### config.mk
export PLATFORM = sky130hd
export DESIGN_NAME = dacc_top
export DESIGN_NICKNAME = d
export VERILOG_FILES = /design/src/dacc_pkg.sv /design/src/dacc_sine_rom.sv /design/src/dacc_top.sv
export SDC_FILE = /design/constraint.sdc
export NUM_CORES = 1
export LEC_CHECK = 0
export BUFFER_PORTS_ARGS = -buffer_cell sky130_fd_sc_hd__buf_2
export CAP_MARGIN = 20
export CORE_MARGIN = 2
export CORE_UTILIZATION = 30
export DETAILED_ROUTE_END_ITERATION = 10
export GPL_ROUTABILITY_DRIVEN = 0
export MAX_ROUTING_LAYER = met4
export PLACE_DENSITY_LB_ADDON = 0.12
export SYNTH_ARGS = -nofsm -noshare
export SYNTH_HDL_FRONTEND = slang
export SYNTH_SLANG_ARGS = --single-unit
### constraint.sdc
create_clock -name core_clk_in -period 8.09 [get_ports core_clk_in]
set_clock_uncertainty 0.1 [all_clocks]
set_input_delay 0 -clock core_clk_in [delete_from_list [all_inputs] [get_ports core_clk_in]]
set_output_delay 0 -clock core_clk_in [all_outputs]
set_load 0.01 [all_outputs]
### src/dacc_pkg.sv
// Package for the dual channel converter control block.
// Assumes one 100 MHz core clock; the conversion rates are derived from it.
package dacc_pkg;
   // Register byte offsets
   localparam logic [4:0] OFS_CTRL_A = 5'h00;
   localparam logic [4:0] OFS_CTRL_B = 5'h04;
   localparam logic [4:0] OFS_DATA_A = 5'h08;
   localparam logic [4:0] OFS_DATA_B = 5'h0c;
   localparam logic [4:0] OFS_CLK = 5'h10;
   localparam logic [4:0] OFS_STATUS = 5'h14;
   localparam logic [4:0] OFS_MASK = 5'h18;
   localparam logic [4:0] OFS_CODES = 5'h1c;
   // Control field positions, same layout in both channel controls
   localparam int BIT_EN = 0;
   localparam int BIT_IO_EN = 1;
   localparam int BIT_MODE = 2;
   localparam int BIT_DMA_EN = 3;
   localparam int BIT_TRIG_EN = 4;
   localparam int BIT_WAVE_LO = 5;
   localparam int BIT_RANGE_LO = 7;
   localparam int BIT_REF_SEL = 9;
   localparam int CTRL_W = 10;
   localparam int CODE_W = 10;
   localparam int CODES_B_LO = 16;
   localparam logic [CTRL_W-1:0] CTRL_RST = 10'h000;
   localparam logic [CODE_W-1:0] CODE_RST = 10'h000;
   localparam logic [1:0] CLK_SEL_RST = 2'h0;
   localparam logic [1:0] MASK_RST = 2'h0;
   // Wave select encodings
   localparam logic [1:0] WAVE_SINE = 2'h2;
   localparam logic [1:0] WAVE_DIFF = 2'h3;
   // Decoded output ranges
   localparam logic [1:0] RANGE_LOW = 2'h0;
   localparam logic [1:0] RANGE_MID = 2'h1;
   localparam logic [1:0] RANGE_HIGH = 2'h2;
   // AXI responses
   localparam logic [1:0] RESP_OKAY = 2'h0;
   localparam logic [1:0] RESP_SLVERR = 2'h2;
   // Conversion rates and divider counts
   localparam longint CORE_CLK_HZ = 100000000;
   localparam longint RATE0_HZ = 62500;
   localparam longint RATE1_HZ = 125000;
   localparam longint RATE2_HZ = 250000;
   localparam longint RATE3_HZ = 500000;
   localparam int DIV_W = 11;
   localparam logic [DIV_W-1:0] DIV0 = DIV_W'(CORE_CLK_HZ / RATE0_HZ);
   localparam logic [DIV_W-1:0] DIV1 = DIV_W'(CORE_CLK_HZ / RATE1_HZ);
   localparam logic [DIV_W-1:0] DIV2 = DIV_W'(CORE_CLK_HZ / RATE2_HZ);
   localparam logic [DIV_W-1:0] DIV3 = DIV_W'(CORE_CLK_HZ / RATE3_HZ);
   localparam int SINE_STEPS = 16;
   localparam int PHASE_W = 4;
endpackage

### src/dacc_sine_rom.sv
// Sixteen entry sine table with a registered read port.
// Assumes the address is a 4-bit phase; data appear one clock later.
`timescale 1ns/100ps
module dacc_sine_rom (
   input wire logic core_clk_in,
   input wire logic nrst_in,
   input wire logic [dacc_pkg::PHASE_W-1:0] phase_in,
   output logic [dacc_pkg::CODE_W-1:0] sample_out
);
   // One period, starting at zero degrees on mid scale
   localparam logic [dacc_pkg::CODE_W-1:0] TABLE [dacc_pkg::SINE_STEPS] = '{
      10'h200, 10'h2c4, 10'h369, 10'h3d8, 10'h3ff, 10'h3d8, 10'h369, 10'h2c4,
      10'h200, 10'h13c, 10'h097, 10'h028, 10'h001, 10'h028, 10'h097, 10'h13c};

   // Registered read keeps the table off the output path
   always_ff @(posedge core_clk_in) begin
      if (!nrst_in) begin
         sample_out <= dacc_pkg::CODE_RST;
      end else begin
         sample_out <= TABLE[phase_in];
      end
   end
endmodule

### src/dacc_top.sv
// Control logic for a two channel 10-bit string converter.
// Assumes an AXI4-Lite master, synchronous trigger pulses and one core clock.
`timescale 1ns/100ps
module dacc_top (
   input wire logic core_clk_in,
   input wire logic nrst_in,
   input wire logic s_axi_awvalid_in,
   output logic s_axi_awready_out,
   input wire logic [4:0] s_axi_awaddr_in,
   input wire logic s_axi_wvalid_in,
   output logic s_axi_wready_out,
   input wire logic [31:0] s_axi_wdata_in,
   input wire logic [3:0] s_axi_wstrb_in,
   output logic s_axi_bvalid_out,
   input wire logic s_axi_bready_in,
   output logic [1:0] s_axi_bresp_out,
   input wire logic s_axi_arvalid_in,
   output logic s_axi_arready_out,
   input wire logic [4:0] s_axi_araddr_in,
   output logic s_axi_rvalid_out,
   input wire logic s_axi_rready_in,
   output logic [31:0] s_axi_rdata_out,
   output logic [1:0] s_axi_rresp_out,
   input wire logic [1:0] trig_in,
   output logic [1:0] channel_dma_request_out,
   input wire logic [1:0] channel_dma_ack_in,
   output logic [9:0] channel_a_output_code_out,
   output logic [9:0] channel_b_output_code_out,
   output logic [1:0] power_on_out,
   output logic channel_a_output_pad_en_out,
   output logic channel_b_output_pad_en_out,
   output logic differential_out,
   output logic [1:0] range_out,
   output logic ref_external_out,
   output logic conv_tick_out,
   output logic irq_out
);
   localparam int W = dacc_pkg::CODE_W;
   logic [dacc_pkg::CTRL_W-1:0] ctrl_ff [2];
   logic [W-1:0] data_ff [2];
   logic [W-1:0] code_ff [2];
   logic [1:0] clk_sel_ff;
   logic [1:0] status_ff;
   logic [1:0] mask_ff;
   logic [1:0] dma_req_ff;
   logic [dacc_pkg::DIV_W-1:0] div_cnt_ff;
   logic [dacc_pkg::DIV_W-1:0] div_max;
   logic tick;
   logic [dacc_pkg::PHASE_W-1:0] phase_ff;
   logic [W-1:0] sine_q;
   logic sine_on;
   logic diff_on;
   logic wr_go;
   logic rd_go;
   logic [1:0] data_wr;
   logic bvalid_ff;
   logic [1:0] bresp_ff;
   logic rvalid_ff;
   logic [31:0] rdata_ff;
   logic [1:0] rresp_ff;
   logic [31:0] nxt_rdata;
   logic nxt_rmapped;
   logic [1:0] range_ff;
   logic diff_ff;
   logic [1:0] pad_ff;

   // Write taken only when address and data are both present
   assign wr_go = s_axi_awvalid_in && s_axi_wvalid_in && !bvalid_ff;
   assign rd_go = s_axi_arvalid_in && !rvalid_ff;
   assign s_axi_awready_out = wr_go;
   assign s_axi_wready_out = wr_go;
   assign s_axi_arready_out = rd_go;
   assign s_axi_bvalid_out = bvalid_ff;
   assign s_axi_bresp_out = bresp_ff;
   assign s_axi_rvalid_out = rvalid_ff;
   assign s_axi_rdata_out = rdata_ff;
   assign s_axi_rresp_out = rresp_ff;
   assign data_wr[0] = wr_go && s_axi_awaddr_in == dacc_pkg::OFS_DATA_A;
   assign data_wr[1] = wr_go && s_axi_awaddr_in == dacc_pkg::OFS_DATA_B;

   // Mode decode shared by both channels
   assign sine_on = ctrl_ff[0][dacc_pkg::BIT_WAVE_LO +: 2] == dacc_pkg::WAVE_SINE;
   assign diff_on = ctrl_ff[1][dacc_pkg::BIT_WAVE_LO +: 2] == dacc_pkg::WAVE_DIFF;

   // Register writes; low byte lanes only since fields sit below bit 16
   always_ff @(posedge core_clk_in) begin
      if (!nrst_in) begin
         ctrl_ff[0] <= dacc_pkg::CTRL_RST;
         ctrl_ff[1] <= dacc_pkg::CTRL_RST;
         data_ff[0] <= dacc_pkg::CODE_RST;
         data_ff[1] <= dacc_pkg::CODE_RST;
         clk_sel_ff <= dacc_pkg::CLK_SEL_RST;
         mask_ff <= dacc_pkg::MASK_RST;
      end else if (wr_go) begin
         case (s_axi_awaddr_in)
            dacc_pkg::OFS_CTRL_A, dacc_pkg::OFS_CTRL_B: begin
               if (s_axi_wstrb_in[0]) begin
                  ctrl_ff[s_axi_awaddr_in[2]][7:0] <= s_axi_wdata_in[7:0];
               end
               if (s_axi_wstrb_in[1]) begin
                  ctrl_ff[s_axi_awaddr_in[2]][9:8] <= s_axi_wdata_in[9:8];
               end
            end
            dacc_pkg::OFS_DATA_A, dacc_pkg::OFS_DATA_B: begin
               if (s_axi_wstrb_in[0]) begin
                  data_ff[s_axi_awaddr_in[2]][7:0] <= s_axi_wdata_in[7:0];
               end
               if (s_axi_wstrb_in[1]) begin
                  data_ff[s_axi_awaddr_in[2]][9:8] <= s_axi_wdata_in[9:8];
               end
            end
            dacc_pkg::OFS_CLK: begin
               if (s_axi_wstrb_in[0]) begin
                  clk_sel_ff <= s_axi_wdata_in[1:0];
               end
            end
            dacc_pkg::OFS_MASK: begin
               if (s_axi_wstrb_in[0]) begin
                  mask_ff <= s_axi_wdata_in[1:0];
               end
            end
            default: begin
            end
         endcase
      end
   end

   // Write response; read-only offsets and unmapped ones above OFS_CLK answer with an error
   always_ff @(posedge core_clk_in) begin
      if (!nrst_in) begin
         bvalid_ff <= 1'b0;
         bresp_ff <= dacc_pkg::RESP_OKAY;
      end else if (wr_go) begin
         bvalid_ff <= 1'b1;
         bresp_ff <= (s_axi_awaddr_in <= dacc_pkg::OFS_CLK || s_axi_awaddr_in == dacc_pkg::OFS_MASK)
            ? dacc_pkg::RESP_OKAY : dacc_pkg::RESP_SLVERR;
      end else if (s_axi_bready_in) begin
         bvalid_ff <= 1'b0;
      end
   end

   // Read data selection
   always_comb begin
      nxt_rdata = 32'h0000_0000;
      nxt_rmapped = 1'b1;
      case (s_axi_araddr_in)
         dacc_pkg::OFS_CTRL_A: nxt_rdata[9:0] = ctrl_ff[0];
         dacc_pkg::OFS_CTRL_B: nxt_rdata[9:0] = ctrl_ff[1];
         dacc_pkg::OFS_DATA_A: nxt_rdata[9:0] = data_ff[0];
         dacc_pkg::OFS_DATA_B: nxt_rdata[9:0] = data_ff[1];
         dacc_pkg::OFS_CLK: nxt_rdata[1:0] = clk_sel_ff;
         dacc_pkg::OFS_STATUS: nxt_rdata[1:0] = status_ff;
         dacc_pkg::OFS_MASK: nxt_rdata[1:0] = mask_ff;
         dacc_pkg::OFS_CODES: begin
            nxt_rdata[W-1:0] = code_ff[0];
            nxt_rdata[dacc_pkg::CODES_B_LO +: W] = code_ff[1];
         end
         default: nxt_rmapped = 1'b0;
      endcase
   end

   // Read channel, answer one cycle after the address is taken
   always_ff @(posedge core_clk_in) begin
      if (!nrst_in) begin
         rvalid_ff <= 1'b0;
         rdata_ff <= 32'h0000_0000;
         rresp_ff <= dacc_pkg::RESP_OKAY;
      end else if (rd_go) begin
         rvalid_ff <= 1'b1;
         rdata_ff <= nxt_rdata;
         rresp_ff <= nxt_rmapped ? dacc_pkg::RESP_OKAY : dacc_pkg::RESP_SLVERR;
      end else if (s_axi_rready_in) begin
         rvalid_ff <= 1'b0;
      end
   end

   // Rate divider; a rate change restarts the count at the next wrap
   always_comb begin
      case (clk_sel_ff)
         2'h0: div_max = dacc_pkg::DIV0 - 11'h001;
         2'h1: div_max = dacc_pkg::DIV1 - 11'h001;
         2'h2: div_max = dacc_pkg::DIV2 - 11'h001;
         default: div_max = dacc_pkg::DIV3 - 11'h001;
      endcase
   end

   always_ff @(posedge core_clk_in) begin
      if (!nrst_in) begin
         div_cnt_ff <= '0;
      end else if (div_cnt_ff >= div_max) begin
         div_cnt_ff <= '0;
      end else begin
         div_cnt_ff <= div_cnt_ff + 11'h001;
      end
   end
   assign tick = div_cnt_ff >= div_max;
   assign conv_tick_out = tick;

   // Sine phase, parked at zero degrees while generation is off
   always_ff @(posedge core_clk_in) begin
      if (!nrst_in || !sine_on || !ctrl_ff[0][dacc_pkg::BIT_EN]) begin
         phase_ff <= '0;
      end else if (tick) begin
         phase_ff <= phase_ff + 4'h1;
      end
   end

   dacc_sine_rom u_rom (
      .core_clk_in(core_clk_in),
      .nrst_in(nrst_in),
      .phase_in(phase_ff),
      .sample_out(sine_q)
   );

   // Code loading per channel; sine first, then trigger, sync, async
   always_ff @(posedge core_clk_in) begin
      if (!nrst_in) begin
         code_ff[0] <= dacc_pkg::CODE_RST;
         code_ff[1] <= dacc_pkg::CODE_RST;
      end else begin
         for (int c = 0; c < 2; c++) begin
            if (!ctrl_ff[c][dacc_pkg::BIT_EN]) begin
               code_ff[c] <= dacc_pkg::CODE_RST;
            end else if (sine_on && c == 0) begin
               code_ff[c] <= sine_q;
            end else if (sine_on && diff_on && ctrl_ff[0][dacc_pkg::BIT_EN]) begin
               code_ff[c] <= ~sine_q;
            end else if (ctrl_ff[c][dacc_pkg::BIT_TRIG_EN]) begin
               if (trig_in[c]) begin
                  code_ff[c] <= data_ff[c];
               end
            end else if (ctrl_ff[c][dacc_pkg::BIT_MODE]) begin
               if (tick) begin
                  code_ff[c] <= data_ff[c];
               end
            end else begin
               code_ff[c] <= data_ff[c];
            end
         end
      end
   end
   assign channel_a_output_code_out = code_ff[0];
   assign channel_b_output_code_out = code_ff[1];

   // DMA requests; a new request beats the data write that clears it
   always_ff @(posedge core_clk_in) begin
      if (!nrst_in) begin
         dma_req_ff <= 2'h0;
      end else begin
         for (int c = 0; c < 2; c++) begin
            if (tick && ctrl_ff[c][dacc_pkg::BIT_EN] && ctrl_ff[c][dacc_pkg::BIT_DMA_EN]) begin
               dma_req_ff[c] <= 1'b1;
            end else if (data_wr[c] || channel_dma_ack_in[c]) begin
               dma_req_ff[c] <= 1'b0;
            end
         end
      end
   end
   assign channel_dma_request_out = dma_req_ff;

   // Conversion done status; a read clears it unless a tick lands then
   always_ff @(posedge core_clk_in) begin
      if (!nrst_in) begin
         status_ff <= 2'h0;
      end else begin
         for (int c = 0; c < 2; c++) begin
            if (tick && ctrl_ff[c][dacc_pkg::BIT_EN]) begin
               status_ff[c] <= 1'b1;
            end else if (rd_go && s_axi_araddr_in == dacc_pkg::OFS_STATUS) begin
               status_ff[c] <= 1'b0;
            end
         end
      end
   end
   assign irq_out = |(status_ff & mask_ff);

   // Analog side controls, registered to keep the pads glitch free
   always_ff @(posedge core_clk_in) begin
      if (!nrst_in) begin
         range_ff <= dacc_pkg::RANGE_LOW;
         diff_ff <= 1'b0;
         pad_ff <= 2'h0;
      end else begin
         case (ctrl_ff[0][dacc_pkg::BIT_RANGE_LO +: 2])
            2'h0: range_ff <= dacc_pkg::RANGE_LOW;
            2'h1, 2'h2: range_ff <= dacc_pkg::RANGE_MID;
            default: range_ff <= dacc_pkg::RANGE_HIGH;
         endcase
         diff_ff <= diff_on;
         for (int c = 0; c < 2; c++) begin
            // Differential drives both pads of enabled channels
            pad_ff[c] <= ctrl_ff[c][dacc_pkg::BIT_EN]
               && (ctrl_ff[c][dacc_pkg::BIT_IO_EN] || diff_on);
         end
      end
   end
   assign range_out = range_ff;
   assign ref_external_out = ctrl_ff[0][dacc_pkg::BIT_REF_SEL];
   assign differential_out = diff_ff;
   assign channel_a_output_pad_en_out = pad_ff[0];
   assign channel_b_output_pad_en_out = pad_ff[1];
   assign power_on_out = {ctrl_ff[1][dacc_pkg::BIT_EN], ctrl_ff[0][dacc_pkg::BIT_EN]};

   // Checks
   logic a_en;
   logic b_sync;
   logic a_async;
   assign a_en = ctrl_ff[0][dacc_pkg::BIT_EN];
   assign b_sync = ctrl_ff[1][dacc_pkg::BIT_EN] && !(sine_on && diff_on && a_en)
      && !ctrl_ff[1][dacc_pkg::BIT_TRIG_EN] && ctrl_ff[1][dacc_pkg::BIT_MODE];
   assign a_async = a_en && !sine_on && !ctrl_ff[0][dacc_pkg::BIT_TRIG_EN]
      && !ctrl_ff[0][dacc_pkg::BIT_MODE];
endmodule

# Word level (Yosys, flattened, before mapping)
# Memory sizes are Yosys's and may differ from the RTL's. A register that Yosys moved wholly into a read port is not among the register bits.
# Cells that the tools add are included.
dict set report word_totals {
  register_bits 54
  latch_bits 0
  mem_bits_rw 60
  romBits 160
  in_bits 57
  mem_count 4
}
dict set report op_classes {
  addsub 2
  multipliers 0
  n_div 0
  magnitude_cmp 2
  eq_ne 18
  shifts 0
  n_mux 113
  n_bitwise 15
  reduce_logical 47
}
# memory words word_bits rd rd_ports_with_merged_regs wr line_no
set mem_list {}
lappend mem_list {{(name not given)} 16 10 1 1 0 dacc_sine_rom.sv:20} ;# sample_out <= TABLE[phase_in];
lappend mem_list {code_ff 2 10 2 0 2 dacc_top.sv:41} ;# logic [W-1:0] code_ff [2];
lappend mem_list {ctrl_ff 2 10 2 0 2 dacc_top.sv:39} ;# logic [dacc_pkg::CTRL_W-1:0] ctrl_ff [2];
lappend mem_list {data_ff 2 10 2 0 2 dacc_top.sv:40} ;# logic [W-1:0] data_ff [2];
# cell count
set ops {}
lappend ops {{$mux 10} 14}
lappend ops {{$mux 1} 91}
lappend ops {{$pmux 8 s5} 1}
lappend ops {{$pmux 11 s3} 1}
lappend ops {{$eq 5x5->1 const B} 6}
lappend ops {{$eq 5x4->1 const B} 4}
lappend ops {{$reduce_or 10->1} 2}
lappend ops {{$pmux 2 s8} 1}
lappend ops {{$logic_and 1x1->1} 14}
lappend ops {{$reduce_bool 2->1} 6}
lappend ops {{$add 11x1->11 const B} 1}
lappend ops {{$ge 11x11->1} 1}
lappend ops {{$or 1x1->1} 11}
lappend ops {{$eq 5x3->1 const B} 2}
lappend ops {{$logic_not 5->1} 2}
lappend ops {{$not 10->10} 1}
lappend ops {{$reduce_or 2->1} 5}
lappend ops {{$eq 2x2->1 const B} 4}
lappend ops {{$mux 2} 4}
lappend ops {{$reduce_or 8->1} 1}
lappend ops {{$logic_or 1x1->1} 7}
lappend ops {{$logic_not 1->1} 6}
lappend ops {{$reduce_and 3->1} 2}
lappend ops {{$le 5x5->1 const B} 1}
lappend ops {{other kinds (7)} 9}

# Longest topological paths before layout
# Gate-level depths: netlist (run 1).
dict set report logic_depth {
  ltp_word 13
  ltp_mapped 10
}

# Hierarchy
# From an unflattened synthesis (run 1), not the netlist that was laid out.
dict set report unflattened {
  hier_cells 554
  hier_area_um2 5861.9
}
# module n_inst cells_each area_per_inst_um2 seq_area_each_um2
set by_module_without_submodules {}
lappend by_module_without_submodules {dacc_top 1 497 5287.6 2842.7}
lappend by_module_without_submodules {dacc_sine_rom 1 57 574.3 200.2}

# Worst setup path after synthesis (run 1)
# Ideal clock, no wire load.
dict set report synth_path {
  path_type {register to register}
  from {register clk_sel_ff[1]}
  to {memory code_ff[0][0] (netlist bit), enable pin}
  setup_ns 0.383
  arrival_time_ns 2.378
  required_ns 7.607
  setup_slack_ns 5.229
  path_stages_with_launch 10
  n_path_buf 1
  period_less_slack_ns 2.861
  cell_sequence {dfxtp_1 -> inv_1 -> ha_1 -> inv_1 -> ha_1 -> and4_4 -> and4bb_4 -> a2111oi_4 -> buf_6 -> a31oi_1}
}
# item line_no
set synth_lines {}
lappend synth_lines {{start, declared} dacc_top.sv:42} ;# logic [1:0] clk_sel_ff;
lappend synth_lines {{start signal, assigned} dacc_top.sv:92} ;# clk_sel_ff <= dacc_pkg::CLK_SEL_RST;
lappend synth_lines {{start signal, assigned} dacc_top.sv:114} ;# clk_sel_ff <= s_axi_wdata_in[1:0];
lappend synth_lines {{end, declared} dacc_top.sv:41}

==> run_results.csv, run 1 <==
group,metric,value,unit
timing,setup-violations-final,0,
cells_and_area,fin_cells,923,
yosys,async_flop_share,0,%
floorplan,ioPinCount,130,
floorplan,die_y,143,um
power_and_ir_drop,pwr-share-comb,5.8,%
clock_network,clock-sinks,122,
setup_path,cp_top_family,"simple AND/OR/NAND/NOR gates",
yosys,ys_ff_latch,122,
routing,wl_per_cell,17.6,um
cells_and_area,stdcell_area,0.00722,mm2
routing,drcViolationCount,0,
yosys,netlist_area,0.00578,mm2
power_and_ir_drop,switching_power,349,uW
floorplan,die_area,0.0204,mm2
yosys,synth_cells,545,
yosys,synth_top_cell_by_area,"edfxtp_1",
cells_and_area,nFillCells,1830,
grt,overflow,0,
cells_and_area,final_util,38.3,%
routing,wl_met2,7310,um
routing,totalWireLength,16200,um
cells_and_area,area_growth,24.8,%
timing,max_slew_margin,28.0,%
setup_path,slowest_delay,700,ps
floorplan,start_util,30.7,%
timing,worst_pin_slew,1070,ps
cells_and_area,register_area,0.00304,mm2
clock_network,numCtsBuffers,17,
setup_path,end_kind,"flop",
placed_design,placed_area,0.00637,mm2
yosys,ys_warn_count,0,
routing,vias,4389,
setup_path,crit_type,"reg -> reg",
clock_network,cts_max_path_buffers,2,
cells_and_area,layout_common_cells,"91 x buf_2, 62 x dfxtp_1, 60 x edfxtp_1",
yosys,synth_area_leaders,"edfxtp_1 31%, dfxtp_1 21%, ha_1 4.5%",
power_and_ir_drop,pwr-share-clk,50.1,%
power_and_ir_drop,ir_worst_vdd,159,uV
routing,final_antenna_net_count,0,
grt,grt_pass1_wl,24700,um
timing,rsz0062_at_grt,"no",
routing,drt_iter0_markers,317,
grt,track_usage,17.0,%
yosys,synth_top_cell_area_share,31.2,%
floorplan,die_w,143,um
clock_network,cts_tree,"yes",
grt,grt_pass1_vias,4297,
power_and_ir_drop,switching_share,22.7,%
setup_path,worstPathMaxFanout,15,
routing,routed_via_density,4.76,
outcome,status,"finished, final reports clean",
setup_path,worst-path-buf-inv,3,
timing,tns,0,ps
routing,wl_met1,7700,um
placed_design,dp_cells,866,
clock_network,clock_latency,430,ps
yosys,ys.flop_type,"dfxtp_1",
min_path,hold_path_class,"in -> reg",
timing,layout_min_cycle_time,3650,ps
timing,hold_viol_final,0,
routing,dr.pass1.iters,5,
cells_and_area,multi_input_area,0.00246,mm2
setup_path,arrival,3610,ps
setup_path,r2r_slack,4440,ps
setup_path,path_cells,"inv_1 -> ha_1 -> inv_1 -> ha_1 -> and4_4 -> and4bb_4 -> a2111oi_4 -> buf_4 -> a31oi_1 -> nand2b_1",
placed_design,dp_hpwl,11700,um
run,cap_violations,0,
setup_path,slowest_stage,"a31oi_1",
yosys,yosysUniqueCellTypes,53,
timing,final-max-slew-violation-count,0,
setup_path,cp.required,8050,ps
cells_and_area,diodes,0,
timing,clock.fmax,0.274,GHz
grt,grt_max_degree,30,
yosys,ys_seq_area_share,52.6,%
power_and_ir_drop,power.leakage,3.11,nW
clock_network,ctsHtreeMaxLevel,4,
cells_and_area,nets,728,
power_and_ir_drop,power.share.sequential,44.1,%
clock_network,path_clk_slew,50,ps
timing,period_share,45.2,%
power_and_ir_drop,power_per_cell_area,213,mW/mm2
floorplan,coreArea,0.0188,mm2
yosys,avgSynthCellArea,10.6,um2
yosys,synth_edf_count,60,
placed_design,io_buffers,91,
cells_and_area,drive_gt1_share,21.7,%
routing,met3_length,1040,um
floorplan,rows,50,
routing,top_layer,"met4",
clock_network,root_buffer,"clkbuf_16",
power_and_ir_drop,intPower,1.19,mW
clock_network,cts_setup_buffers,0,
setup_path,cp-start-kind,"flop",
grt,antenna_found_initial,0,
cells_and_area,final_common_cell,"buf_2",
==> synth_stat cells (3+ instances only) <==
| cell type | number |
|---|---|
| nand4_1 | 6 |
| a211oi_1 | 5 |
| clkbuf_1 | 15 |
| nor2b_1 | 3 |
| o21ai_0 | 21 |
| a221oi_1 | 3 |
| nand2b_1 | 8 |
| ha_1 | 21 |
| nand3_1 | 19 |
| buf_4 | 18 |
| inv_1 | 17 |
| a22oi_1 | 8 |
| buf_2 | 7 |
| and3_1 | 30 |
| nand3b_1 | 3 |
| nor2_1 | 49 |
| edfxtp_1 | 60 |
| a21oi_1 | 31 |
| xor2_1 | 4 |
| dfxtp_1 | 62 |
| buf_1 | 3 |
| o2bb2ai_1 | 10 |
| mux4_2 | 9 |
| a22o_1 | 11 |
| nand2_1 | 52 |
| a21o_1 | 12 |
| and2_1 | 11 |
| xnor2_1 | 6 |
| nor3_1 | 4 |
| mux2i_1 | 7 |
==> sequential cells by signal (all words and copies together) (netlist names), 4 cells and up <==
register,flops
code_ff,20
ctrl_ff,20
data_ff,20
s_axi_rdata_out,20
div_cnt_ff,11
u_rom.sample_out,10
phase_ff,4
==> metal layers <==
layer	vias to the layer above	track usage, %
met5	-	-
met4	0	6.51
met3	19	3.79
met2	139	24.9
met1	2074	23.1
li1	2157	-
==> cells by family after synthesis <==
group                    synth area share (%)
AO/OA/AOI/OAI                            13.4
XOR/XNOR                                 1.51
adder cells (fa/ha/maj)                  4.54
buffers and inverters                    5.67
flip-flops                               52.6
multiplexers                             4.91
other                                  0.0648
AND/OR/NAND/NOR                          17.3
==> through the flow <==
stage          worst slack, ps  hold slack (ps)  power [mW]
2_1_floorplan             5230             36.0       0.738
3_3_place_gp              4510              171       0.772
3_5_place_dp              4390              173       0.773
4_1_cts                   4410             6.35        1.55
5_1_grt                   4150             42.6        1.59
6_report                  4440             10.5        1.54
==> worst reg2reg max path: cells and delay by family (launching register included) <==
kind | cells | cell delay, ps
flops | 1 | 510
fa+ha+maj | 2 | 550
simple gates | 3 | 1020
buf+inv | 3 | 350
compound gates | 2 | 760
==> power groups by stage <==
stage,Clock [mW],Combinational [mW],Sequential [mW]
global placement,0,0.0817,0.690
floorplan,0,0.0498,0.688
finish,0.769,0.0898,0.677
global route,0.808,0.0986,0.679
CTS,0.782,0.0906,0.677
detailed placement,0,0.0825,0.690
==> layout make-up <==
type	instances	share of cell area [%]
sequential	122	42.1
inverter	18	0.936
timing repair buffer	118	9.98
clock inverter	10	1.59
tap	260	4.51
multi-input combinational	373	34.1
clock buffer	22	6.74
==> worst paths after layout <==
check                                         from                               end  cells past startpoint
setup / recovery        clk_sel_ff[1]$_SDFFE_PN0P_       code_ff[1][7]$_SDFFCE_PN0P_                     10
hold / removal                  s_axi_araddr_in[4]   s_axi_rdata_out[0]$_SDFFE_PN0P_                      4
setup reg to reg        clk_sel_ff[1]$_SDFFE_PN0P_       code_ff[1][7]$_SDFFCE_PN0P_                     10
hold reg to reg   s_axi_rdata_out[24]$_SDFFE_PN0P_  s_axi_rdata_out[24]$_SDFFE_PN0P_                      2
==> what timing repair did <==
item	CTS	global route
hold endpoints to repair	67	0
hold buffers	25	0
gates resized for setup	0	0
endpoints found under the setup margin	0	0
Power figures use the tool's default switching activity.
==> inputs of run 2 (changes only) <==
clock period = 3.8 ns   (was 8.09 ns; I/O delays follow)
==> run 2 against run 1 <==
Critical path depth stayed put. First-iteration DRC count is 20% lower. Die area unchanged. Cell area rose by 0.78%. Utilization grew 0.30 points. Clock power up 120%. Via count increased by 0.48%. Register-to-register slack worse by 3900 ps. Worst setup slack got worse by 3900 ps.
==> run_results.csv, run 2 (synthesis results as in run 1) <==
group,metric,value,unit
outcome,status,"finished, final reports clean",
routing,routed_via_density,4.75,
timing,max_slew_margin,33.9,%
clock_network,cts_max_path_buffers,2,
grt,overflow,0,
setup_path,arrival,3140,ps
min_path,hold_path_class,"in -> reg",
floorplan,die_area,0.0204,mm2
grt,grt_pass1_wl,24500,um
timing,setup-violations-final,0,
routing,drt_iter0_markers,255,
timing,rsz0062_at_grt,"no",
cells_and_area,drive_gt1_share,22.4,%
timing,period_share,85.3,%
clock_network,ctsHtreeMaxLevel,4,
power_and_ir_drop,power.leakage,3.15,nW
clock_network,clock-sinks,122,
setup_path,cp-start-kind,"flop",
power_and_ir_drop,finalPower,3.30,mW
placed_design,dp_hpwl,11800,um
power_and_ir_drop,ir_worst_vdd,317,uV
setup_path,slowest_delay,620,ps
routing,wl_per_cell,17.1,um
grt,grt_pass1_vias,4282,
cells_and_area,nFillCells,1863,
setup_path,crit_type,"reg -> out",
cells_and_area,area_growth,25.8,%
cells_and_area,final_common_cell,"buf_2",
placed_design,io_buffers,91,
floorplan,start_util,30.7,%
floorplan,ioPinCount,130,
clock_network,cts_setup_buffers,0,
cells_and_area,multi_input_area,0.00246,mm2
power_and_ir_drop,power_per_cell_area,454,mW/mm2
clock_network,path_clk_slew,60,ps
floorplan,die_w,143,um
cells_and_area,nets,734,
cells_and_area,register_area,0.00304,mm2
timing,layout_min_cycle_time,3240,ps
routing,totalWireLength,15900,um
setup_path,cp.required,3700,ps
setup_path,cpMostUsedCell,"inv_1",
clock_network,cts_tree,"yes",
timing,worst_pin_slew,986,ps
floorplan,coreArea,0.0188,mm2
routing,dr.pass1.iters,5,
clock_network,numCtsBuffers,17,
routing,final_antenna_net_count,0,
setup_path,end_kind,"output pin",
setup_path,path_cells,"inv_1 -> ha_1 -> inv_1 -> ha_1 -> and4_4 -> and4bb_4 -> a2111oi_4 -> buf_4 -> inv_1 -> buf_2",
floorplan,die_y,143,um
run,cap_violations,0,
setup_path,slowest_stage,"a2111oi_4",
cells_and_area,diodes,0,
grt,antenna_found_initial,0,
routing,drcViolationCount,0,
grt,track_usage,16.6,%
timing,final-max-slew-violation-count,0,
routing,vias,4410,
timing,tns,0,ps
timing,hold_slack,30.0,ps
timing,clock.fmax,0.308,GHz
floorplan,rows,50,
clock_network,clock_latency,420,ps
timing,hold_viol_final,0,
setup_path,worstPathMaxFanout,8,
clock_network,root_buffer,"clkbuf_16",
cells_and_area,layout_common_cells,"91 x buf_2, 62 x dfxtp_1, 60 x edfxtp_1",
grt,grt_max_degree,29,
==> run 2: changes by cell type in the layout (fill, tap and decap cells not counted), moves of 2 or more <==
cell,before,now
buf_4,2,6
bufinv_16,2,4
clkinv_4,2,0
clkbuf_16,19,17
clkbuf_1,3,1
clkinv_2,3,6
==> run 2: where the power goes <==
group | internal, mW | switching, mW
combinational | 0.0752 | 0.117
sequential | 1.41 | 0.0306
clock | 1.09 | 0.582
==> run 2: through the flow <==
stage | cells | util (%) | setup WS [ps] | cell area (um2)
6_report | 929 | 38.6 | 558 | 7280
5_1_grt | 929 | 38.6 | 345 | 7280
4_1_cts | 928 | 38.6 | 522 | 7260
3_5_place_dp | 870 | 34.0 | 541 | 6400
3_3_place_gp | 870 | 34.0 | 617 | 6400
2_1_floorplan | 558 | - | 939 | 5830
==> run 2: path summary, 6_finish.rpt <==
path	startpoint	slack, ps	depth (start not counted)	end
worst max-delay path	clk_sel_ff[1]$_SDFFE_PN0P_	560	10	conv_tick_out
worst min-delay path	s_axi_awaddr_in[1]	30	4	ctrl_ff[1][9]$_SDFFCE_PN0P_
worst max register to register	clk_sel_ff[1]$_SDFFE_PN0P_	570	9	code_ff[1][2]$_SDFFCE_PN0P_
worst min register to register	s_axi_rdata_out[0]$_SDFFE_PN0P_	350	2	s_axi_rdata_out[0]$_SDFFE_PN0P_
==> run 2: timing repair <==
item                      4_1_cts  5_1_grt
hold endpoints to repair       74        0
resized for setup               0        0
hold buffers                   26        0
==> run 2: critical path, delay by kind of cell, from the launching register on <==
family / cells / cell delay (ps)
AOI/OAI and AO/OA: 1 / 620
adders and majority gates: 2 / 560
buffers and inverters: 5 / 630
DFF: 1 / 500
and+or+nand+nor: 2 / 400
==> run 2: final cells by class <==
class,instances,area share (%)
Clock buffer,18,5.90
Multi-Input combinational cell,373,33.8
Sequential cell,122,41.8
Inverter,18,0.929
Tap cell,260,4.47
Clock inverter,14,2.44
Timing Repair Buffer,124,10.6
==> run 2: per-layer routing <==
metal	vias up	global-route usage [%]	part of all wire, %
li1	2167	-	-
met1	2100	22.3	49
met2	128	25.0	45
met3	15	3.49	4.0
met4	0	5.73	1.4
met5	-	-	0
